### src/verilog/rdc_defs.svh
// Offsets, field positions, reset values and limits of the redistributor control block
`ifndef RDC_DEFS_SVH
`define RDC_DEFS_SVH

// ----------------------------------------------------------------
// Register addresses (bit 16 selects the private-interrupt frame)
// ----------------------------------------------------------------
`define RDC_ADDR_W            17
`define RDC_OFF_CONTROL       17'h00000
`define RDC_OFF_MSG_CLEAR     17'h00048
`define RDC_OFF_MSG_CLEAR_HI  17'h0004c
`define RDC_OFF_ACTIVE_CLEAR  17'h10380

// ----------------------------------------------------------------
// Control register fields
// ----------------------------------------------------------------
`define RDC_BIT_UWP           31
`define RDC_BIT_SECURE_GRP1_SELECT_DISABLE         26
`define RDC_BIT_NONSECURE_GRP1_SELECT_DISABLE        25
`define RDC_BIT_GRP0_SELECT_DISABLE          24
`define RDC_BIT_RWP           3
`define RDC_BIT_MSG_EN        0
`define RDC_CTRL_RESET        3'h0

// ----------------------------------------------------------------
// Message interrupt identifiers
// ----------------------------------------------------------------
`define RDC_ID_BITS           16
`define RDC_ID_FIRST_MSG      16'h2000

`endif

### src/verilog/rdc_pkg.sv
// Types shared by the redistributor control block
`default_nettype none
package rdc_pkg;

    // ----------------------------------------------------------------
    // Register access request
    // ----------------------------------------------------------------
    typedef struct packed {
        logic        write;
        logic        secure;
        logic        size64;
        logic [16:0] addr;
        logic [63:0] wdata;
    } rdc_req_t;

    // ----------------------------------------------------------------
    // Per-group selection inputs, index 0 group 0, 1 ns group 1, 2 s group 1
    // ----------------------------------------------------------------
    typedef struct packed {
        logic [2:0] grp_enable;
        logic       processor_sleep_flag;
        logic       wake_on_group1_setting;
    } rdc_sel_in_t;

endpackage : rdc_pkg
`default_nettype wire
### src/verilog/rdc_ctrl.sv
// Redistributor control, message pending clear and private active clear logic
`timescale 1ns/100ps
`default_nettype none
`include "rdc_defs.svh"

// How it works
// - Pending clear write-only, 32-bit writes zero-extended
// - Pending clear write clears named message interrupt
// - Ignore clear if disabled, unimplemented, not pending
// - 64-bit clear register, unimplemented identifier bits zero
// - Bit 31 shows upstream writes still outstanding
// - Bit 26 blocks secure group 1 selection
// - Bit 26 zero if single state; secure only
// - Bit 25 blocks non-secure group 1 selection
// - Bit 24 blocks group 0; non-secure writes ignored unless single state
// - Select-disable bits zero without capability; reset 0
// - Bit 3 shows enable-clear/select writes propagating
// - Enable bit 0 off disables message interrupts
// - Enable sticks once set; triggers pending table load
// - Enable reads zero without non-secure affinity routing
// - Selectable only awake, not disabled, group enabled
// - Asleep never selected, even with wake-on-group1 set
// - Select-disable change requests retargeting of forwarded interrupt
// - Active clear: bits 15:0 software, 31:16 private
// - Active clear zero without affinity routing for state
// - Secure private bits hidden from non-secure accesses
// - Read shows active; writing 1 deactivates
module rdc_ctrl
(
    // Clock and reset
    input  wire logic                  clk_sys,
    input  wire logic                  resetn,
    // Register access
    input  wire logic                  reg_valid,
    input  wire rdc_pkg::rdc_req_t     reg_req,
    output logic                       reg_ack,
    output logic [31:0]                reg_rdata,
    // Configuration straps
    input  wire logic                  single_security_state_setting,
    input  wire logic                  select_disable_capability,
    input  wire logic                  affinity_ns_enable,
    input  wire logic                  affinity_s_enable,
    input  wire logic [31:0]           private_secure_mask,
    // Upstream and propagation status
    input  wire logic                  upstream_busy,
    input  wire logic                  private_enable_clear_write,
    input  wire logic                  propagate_done,
    // Message interrupt side
    output logic [15:0]                msg_query_id,
    input  wire logic                  msg_query_pending,
    output logic                       msg_clear_valid,
    output logic [15:0]                msg_clear_id,
    output logic                       message_interrupt_enable,
    output logic                       pending_table_load,
    // Private interrupt active state
    input  wire logic [31:0]           private_active,
    output logic [31:0]                private_deactivate,
    // One-of-N selection
    input  wire rdc_pkg::rdc_sel_in_t  sel_in,
    output logic [2:0]                 selectable,
    output logic [2:0]                 retarget_req
);
    import rdc_pkg::*;

    // ----------------------------------------------------------------
    // Decode
    // ----------------------------------------------------------------
    logic        wr_ctrl;
    logic        wr_clear;
    logic        wr_active;
    logic [63:0] clear_val;
    logic [31:0] active_view;
    logic [2:0]  dpg_wmask;
    logic [2:0]  dpg_new;
    logic [2:0]  dpg_vis;
    logic        msg_en_vis;

    logic [2:0]  dpg_r;
    logic        msg_en_r;
    logic        rwp_r;

    assign wr_ctrl   = reg_valid && reg_req.write && reg_req.addr == `RDC_OFF_CONTROL;
    assign wr_clear  = reg_valid && reg_req.write && reg_req.addr == `RDC_OFF_MSG_CLEAR;
    assign wr_active = reg_valid && reg_req.write && reg_req.addr == `RDC_OFF_ACTIVE_CLEAR;

    // Narrow writes carry nothing above bit 31
    assign clear_val = reg_req.size64 ? reg_req.wdata
                                      : {32'h00000000, reg_req.wdata[31:0]};
    assign msg_query_id = clear_val[`RDC_ID_BITS-1:0];

    // ----------------------------------------------------------------
    // Access rights for the select-disable bits
    // ----------------------------------------------------------------
    always_comb
    begin
        dpg_wmask = {3{select_disable_capability}};
        if (single_security_state_setting)
        begin
            dpg_wmask[2] = 1'b0;
        end
        else if (!reg_req.secure)
        begin
            dpg_wmask[2] = 1'b0;
            dpg_wmask[0] = 1'b0;
        end
    end

    assign dpg_new = {reg_req.wdata[`RDC_BIT_SECURE_GRP1_SELECT_DISABLE],
                      reg_req.wdata[`RDC_BIT_NONSECURE_GRP1_SELECT_DISABLE],
                      reg_req.wdata[`RDC_BIT_GRP0_SELECT_DISABLE]};

    // Bits hidden by a strap act as zero for reads and for selection alike
    assign dpg_vis = dpg_r & {!single_security_state_setting, 1'b1, 1'b1}
                     & {3{select_disable_capability}};

    // ----------------------------------------------------------------
    // Select-disable bits
    // ----------------------------------------------------------------
    always_ff @(posedge clk_sys or negedge resetn)
    begin
        if (!resetn)
        begin
            dpg_r <= `RDC_CTRL_RESET;
        end
        else if (wr_ctrl)
        begin
            dpg_r <= (dpg_r & ~dpg_wmask) | (dpg_new & dpg_wmask);
        end
    end

    // A change hands any forwarded interrupt of that group back to routing;
    // the routing side drops the request for an interrupt already active.
    always_ff @(posedge clk_sys or negedge resetn)
    begin
        if (!resetn)
        begin
            retarget_req <= 3'h0;
        end
        else
        begin
            retarget_req <= wr_ctrl ? ((dpg_r ^ dpg_new) & dpg_wmask) : 3'h0;
        end
    end

    // ----------------------------------------------------------------
    // Message interrupt enable
    // ----------------------------------------------------------------
    assign msg_en_vis = msg_en_r && affinity_ns_enable;
    assign message_interrupt_enable = msg_en_vis;

    always_ff @(posedge clk_sys or negedge resetn)
    begin
        if (!resetn)
        begin
            msg_en_r           <= 1'b0;
            pending_table_load <= 1'b0;
        end
        else
        begin
            pending_table_load <= 1'b0;
            // Once set only reset clears it, so a write of 0 is dropped
            if (wr_ctrl && affinity_ns_enable && !msg_en_r
                && reg_req.wdata[`RDC_BIT_MSG_EN])
            begin
                msg_en_r           <= 1'b1;
                pending_table_load <= 1'b1;
            end
        end
    end

    // ----------------------------------------------------------------
    // Register write pending flag
    // ----------------------------------------------------------------
    // New work wins over a completion seen in the same cycle
    always_ff @(posedge clk_sys or negedge resetn)
    begin
        if (!resetn)
        begin
            rwp_r <= 1'b0;
        end
        else if ((wr_ctrl && |dpg_wmask) || private_enable_clear_write)
        begin
            rwp_r <= 1'b1;
        end
        else if (propagate_done)
        begin
            rwp_r <= 1'b0;
        end
    end

    // ----------------------------------------------------------------
    // Message pending clear
    // ----------------------------------------------------------------
    always_ff @(posedge clk_sys or negedge resetn)
    begin
        if (!resetn)
        begin
            msg_clear_valid <= 1'b0;
            msg_clear_id    <= 16'h0000;
        end
        else
        begin
            msg_clear_valid <= wr_clear && msg_en_vis
                               && clear_val[63:`RDC_ID_BITS] == '0
                               && msg_query_id >= `RDC_ID_FIRST_MSG
                               && msg_query_pending;
            if (wr_clear)
            begin
                msg_clear_id <= msg_query_id;
            end
        end
    end

    // ----------------------------------------------------------------
    // Private active clear
    // ----------------------------------------------------------------
    always_comb
    begin
        active_view = 32'h00000000;
        for (int i = 0; i < 32; i++)
        begin
            // Bits 15:0 software generated, 31:16 private peripheral
            if (private_secure_mask[i] && !single_security_state_setting)
            begin
                active_view[i] = reg_req.secure && affinity_s_enable
                                 && private_active[i];
            end
            else
            begin
                active_view[i] = (single_security_state_setting ? affinity_ns_enable
                                  : (private_secure_mask[i] ? affinity_s_enable
                                     : affinity_ns_enable))
                                 && private_active[i];
            end
        end
    end

    always_ff @(posedge clk_sys or negedge resetn)
    begin
        if (!resetn)
        begin
            private_deactivate <= 32'h00000000;
        end
        else
        begin
            // Zero bits and already inactive interrupts have no effect
            private_deactivate <= wr_active ? (reg_req.wdata[31:0] & active_view)
                                            : 32'h00000000;
        end
    end

    // ----------------------------------------------------------------
    // One-of-N selection
    // ----------------------------------------------------------------
    // While asleep with wake-on-group1 set, this design chooses not to be picked
    always_comb
    begin
        for (int g = 0; g < 3; g++)
        begin
            selectable[g] = !sel_in.processor_sleep_flag
                            && !dpg_vis[g] && sel_in.grp_enable[g];
        end
    end

    // ----------------------------------------------------------------
    // Read path, one cycle after the request
    // ----------------------------------------------------------------
    always_ff @(posedge clk_sys or negedge resetn)
    begin
        if (!resetn)
        begin
            reg_ack   <= 1'b0;
            reg_rdata <= 32'h00000000;
        end
        else
        begin
            reg_ack   <= reg_valid;
            reg_rdata <= 32'h00000000;
            if (reg_valid && !reg_req.write)
            begin
                unique case (reg_req.addr)
                    `RDC_OFF_CONTROL:
                    begin
                        reg_rdata[`RDC_BIT_UWP]    <= upstream_busy;
                        reg_rdata[`RDC_BIT_SECURE_GRP1_SELECT_DISABLE]  <= dpg_vis[2]
                            && reg_req.secure;
                        reg_rdata[`RDC_BIT_NONSECURE_GRP1_SELECT_DISABLE] <= dpg_vis[1];
                        reg_rdata[`RDC_BIT_GRP0_SELECT_DISABLE]   <= dpg_vis[0]
                            && (single_security_state_setting || reg_req.secure);
                        reg_rdata[`RDC_BIT_RWP]    <= rwp_r;
                        reg_rdata[`RDC_BIT_MSG_EN] <= msg_en_vis;
                    end
                    `RDC_OFF_ACTIVE_CLEAR:
                    begin
                        reg_rdata <= active_view;
                    end
                    default:
                    begin
                        // Pending clear and unmapped addresses read zero
                        reg_rdata <= 32'h00000000;
                    end
                endcase
            end
        end
    end

endmodule : rdc_ctrl
`default_nettype wire

### config.mk
export PLATFORM = sky130hd
export DESIGN_NAME = rdc_ctrl
export DESIGN_NICKNAME = d
export VERILOG_FILES = /design/src/verilog/rdc_pkg.sv /design/src/verilog/rdc_ctrl.sv
export VERILOG_INCLUDE_DIRS = /design/src /design/src/verilog
export SDC_FILE = /design/constraint.sdc
export NUM_CORES = 1
export LEC_CHECK = 0
export BUFFER_PORTS_ARGS = -buffer_cell sky130_fd_sc_hd__buf_4
export CORE_AREA = 3 3 104 106
export CTS_CLUSTER_SIZE = 28
export DETAILED_ROUTE_END_ITERATION = 12
export DIE_AREA = 0 0 107 109
export PLACE_DENSITY = 0.81
export SYNTH_ARGS = -nofsm -noshare
export SYNTH_HDL_FRONTEND = slang
export SYNTH_SLANG_ARGS = --single-unit
### constraint.sdc
create_clock -name clk_sys -period 1.4 [get_ports clk_sys]
set_input_delay 0.07 -clock clk_sys [delete_from_list [all_inputs] [get_ports clk_sys]]
set_output_delay 0.07 -clock clk_sys [all_outputs]
set_load 0.01 [all_outputs]
* After elaboration in Yosys (flattened, before gate mapping) *
Index checks and enable logic that the tools add are counted.
Widths: inputs -> output; s select.

storage, ports and cells
  register bits after elaboration = 91
  bits of input ports = 164
  output and inout port bits = 106
  word-level logic and storage cells = 267

cells by class
  magnitude comparators = 1
  equality and inequality tests = 2
  muxes and demuxes = 113
  bitwise logic cells = 9
  reduce and logical (&&, ||, !) cells = 132

operators with widths
  cell                  count
  $logic_and 1x1->1     119
  $mux 1                102
  $mux 32               2
  $mux 64               1
  $logic_not 48->1      1
  $and 32x32->32        1
  $mux 20               1
  $eq 17x17->1 const B  1
  $eq 17x7->1 const B   1
  $logic_not 17->1      1
  $ge 16x14->1 const B  1
  $and 3x3->3           5
  $logic_not 1->1       7
  $pmux 1 s2            3
  $pmux 3 s2            1
  $mux 4                1
  $mux 3                1
  $not 3->3             1
  $or 3x3->3            1
  $reduce_or 3->1       1
  $xor 3x3->3           1
  $logic_or 1x1->1      2
  $mux 2                1
  $reduce_bool 2->1     1

* Longest topological paths before layout *
  word-level depth = 6
  gate-level depth with buffers = 7
  gate-level depth less buffers = 4

* Worst setup path before layout *
No wires, ideal clock.

  kind = input to register
  start = in reg_req[69] in the netlist's numbering
  end = reg reg_rdata[10]
  data arrival time = 1447 ps
  required time = 1320 ps
  slack = -126 ps
  stages on the path = 6
  cells stage by stage = nor4_2 -> nand4_1 -> or4b_1 -> buf_2 -> buf_6 -> nor3b_2

between the ends
  longest elaborated chain between the ends = 3

RTL lines
  item                             line             text
  from (decl)                      rdc_ctrl.sv:35   input wire rdc_pkg::rdc_req_t reg_req,
  $eq 17x17->1                     rdc_ctrl.sv:281  unique case (reg_req.addr)
  $mux 20                          rdc_ctrl.sv:281
  $mux 32                          rdc_ctrl.sv:279  if (reg_valid && !reg_req.write)
  to (signal, indexed assignment)  rdc_ctrl.sv:284  reg_rdata[`RDC_BIT_UWP] <= upstream_busy;
  to (signal, indexed assignment)  rdc_ctrl.sv:285  reg_rdata[`RDC_BIT_SECURE_GRP1_SELECT_DISABLE] <= dpg_vis[2]
  to (signal, indexed assignment)  rdc_ctrl.sv:287  reg_rdata[`RDC_BIT_NONSECURE_GRP1_SELECT_DISABLE] <= dpg_vis[1];
  to (decl)                        rdc_ctrl.sv:37   output logic [31:0] reg_rdata,

Every way passes these cells.
A chain may end at the register's enable or synchronous reset.

* Worst setup path in the final report *
  start = in reg_req[69] in the netlist's numbering
  end = reg reg_rdata[11]

The elaborated chain is that of the path after synthesis.

==> flow_summary.toml <==
[power]
ir_drop_mv = 0.403
p_total_mw = 5.17
p_leak_nw = 3.70
p_per_area_nw_per_um2 = 711

[worst_setup_path]
end_kind = "flip-flop"
worstPathMaxFanout = 16
cp.arrival_ns = 1.61
worstSetupStartpointType = "input port"
crit_required_ns = 1.66
critPathKind = "in -> reg"

[synth]
synthArstFlopShare_pct = 100
synth_area_sq_um = 4360
ys_seq_area_share_pct = 52.2
netlist_instances = 353
yosysTopAreaCell = "dfrtp_1"
avgSynthCellArea_sq_um = 12.4
ys_warn_count = 0
synth_top_area_share_pct = 52.2
synth_ff_type = "dfrtp_1"
yosysUniqueCellTypes = 37
synth_edf_count = 0
netlist_top_cells_area = "dfrtp_1 52%, mux2_2 6.5%, and4b_1 6.0%"
synth_nets = 517
ys_seq_elements = 91

[timing]
period_minus_slack_ns = 1.35
tns_ns = 0
finalCritPeriodShare_pct = 96.2
rsz0062_at_grt = "no"
max_freq_mhz = 743
drv_slew = 0
slew_headroom_pct = 71.0
hold_slack_ns = 0.0167
setup_viol = 0
hold_violations = 0
finClkSkew_ns = 0.00665
worstMarginPinSlew_ns = 0.435

[route]
route.met3.wl_um = 1020
routed_wl_um = 16000
wl_per_cell_um = 19.7
vias = 4236
ant_nets = 0
m1WireLength_um = 5830
drc = 0
drtIter0Drc = 190
dr.pass1.iters = 4
top_layer_used = "met4"
via_per_inst = 5.22
dr_wl_met2_um = 8440

[worst_hold_path]
min_path_type = "in -> reg"

[floorplanning]
dieHeight_um = 109
core_area_sq_um = 9860
die_width_um = 107
ioPinCount = 270
initial_core_util_pct = 44.2
num_rows = 36
die_area_sq_um = 11700

[job]
cap_violations = 0

[grt]
antenna_found_initial = 1
grtUsageTotal_pct = 27.1
grt_pass1_vias = 4518
grt_remaining_overflow = 0
grt_pass1_wl_um = 24100
grt_max_degree = 37

[final_layout]
nets = 836
drive_gt1_share_pct = 52.4
multiInputGateArea_sq_um = 1880
regArea_sq_um = 2280
fillers = 640
area_delta_synth_final_pct = 66.8

[outcome]
status = "finished, final reports clean"

[clocking]
insertion_delay_ns = 0.34
cts_tree = "built"
cts_setup_buffers = 0
cts_sinks = 91
cts_max_path_buffers = 2
cts-root-buf = "clkbuf_8"
cts_buffers = 9
cts-htree-levels = 3
cts.clk_slew.worst_paths_ns = 0.09

[placement]
dpl.hpwl_um = 11400
gp_congestion = 0.866
portBuffers = 268
what timing repair did:
item / 4_1_cts / 5_1_grt
setup endpoints to repair: 0 / 2
endpoints found under the hold margin: 88 / 0
gates resized for setup: 0 / 2
hold buffers: 55 / 0
routing by layer:
layer  vias to the layer above  global-route usage, %
met4                         0                   14.5
met2                       235                   49.3
met5                         -                      0
li1                       1897                      -
met1                      2049                   30.0
met3                        55                   5.09
report_power, final:
group,internal [mW],switching [mW]
registers,2.63,0.00221
clock network,0.694,0.895
logic,0.563,0.388
total,3.89,1.29
logic make-up after synthesis:
group | count (synthesis) | synth area share, %
muxes | 51 | 12.4
DFF | 91 | 52.2
and+or+nand+nor | 156 | 27.7
AOI/OAI and AO/OA | 11 | 1.72
xor gates and xnor gates | 3 | 0.602
buffers and inverters | 41 | 5.33
flip-flops by register name, indices dropped and copies added, names as in the netlist, named ones only:
name / flops
retarget_req: 3
reg_ack: 1
rwp_r: 1
msg_clear_id: 16
pending_table_load: 1
private_deactivate: 32
msg_en_r: 1
msg_clear_valid: 1
reg_rdata: 32
final timing paths:
check,start,end,slack [ns],cells past startpoint
hold reg to reg,msg_en_r,pending_table_load,0.45,1
max in group asynchronous,resetn,msg_clear_id[13],0.64,3
setup / recovery,reg_req[69],reg_rdata[11],0.05,6
hold / removal,reg_req[24],flip-flop,0.02,2
setup reg to reg,msg_en_r,msg_clear_valid,0.44,4
min in group asynchronous,resetn,msg_clear_id[8],0.20,2
area by class of cell:
class / instances / area share [%]
inverters: 4 / 0.206
clock inverters: 4 / 0.361
clock buffers: 12 / 1.99
multi-input cells: 221 / 25.8
diodes: 1 / 0.0344
flip-flops and latches: 91 / 31.3
well taps: 133 / 2.29
repair buffers: 345 / 38.0
through the flow:
step / cell area [sq um] / utilization [%] / std cells / worst slack, ns
3_3_place_gp: 6540 / 66.3 / 739 / -0.246
5_1_grt: 7280 / 73.8 / 811 / 0.0000473
3_5_place_dp: 6540 / 66.3 / 739 / -0.284
4_1_cts: 7260 / 73.6 / 810 / 0.0108
2_1_floorplan: 4380 / - / 353 / -0.105
6_report: 7280 / 73.8 / 811 / 0.0535
cells in the final DEF, fill, tap and decap left out, drive strengths merged, types with 9 or more instances in the layout:
cell type    synthesis  final
mux2                25     25
clkbuf              17     12
nand2                9      9
buf                 20    290
nor2b               33     33
nor2                13     13
nor4                14     14
and4b               26     26
nor3b               27     27
dlygate4sd3          0     55
dfrtp               91     91
mux2i               26     26
and4                 9      9
critical path, cell delays in order:
cell	delay, ns
buf_4	0.12
nor4_4	0.31
nand4_1	0.15
or4b_1	0.51
buf_4	0.24
nor3b_2	0.21
cell usage after synthesis, types with 3 or more instances:
| library cell | instances |
|---|---|
| a21oi_1 | 4 |
| nor4_1 | 11 |
| buf_4 | 16 |
| dfrtp_1 | 91 |
| and4b_1 | 26 |
| nor2b_1 | 33 |
| nor3b_2 | 20 |
| nand4_1 | 5 |
| nor3b_1 | 7 |
| inv_1 | 4 |
| nand2_1 | 9 |
| and4_1 | 9 |
| mux2i_1 | 26 |
| nor3_1 | 4 |
| nand3_1 | 6 |
| mux2_2 | 25 |
| nor2_1 | 13 |
| a32oi_1 | 3 |
| clkbuf_1 | 16 |
Power figures use the tool's default switching activity.
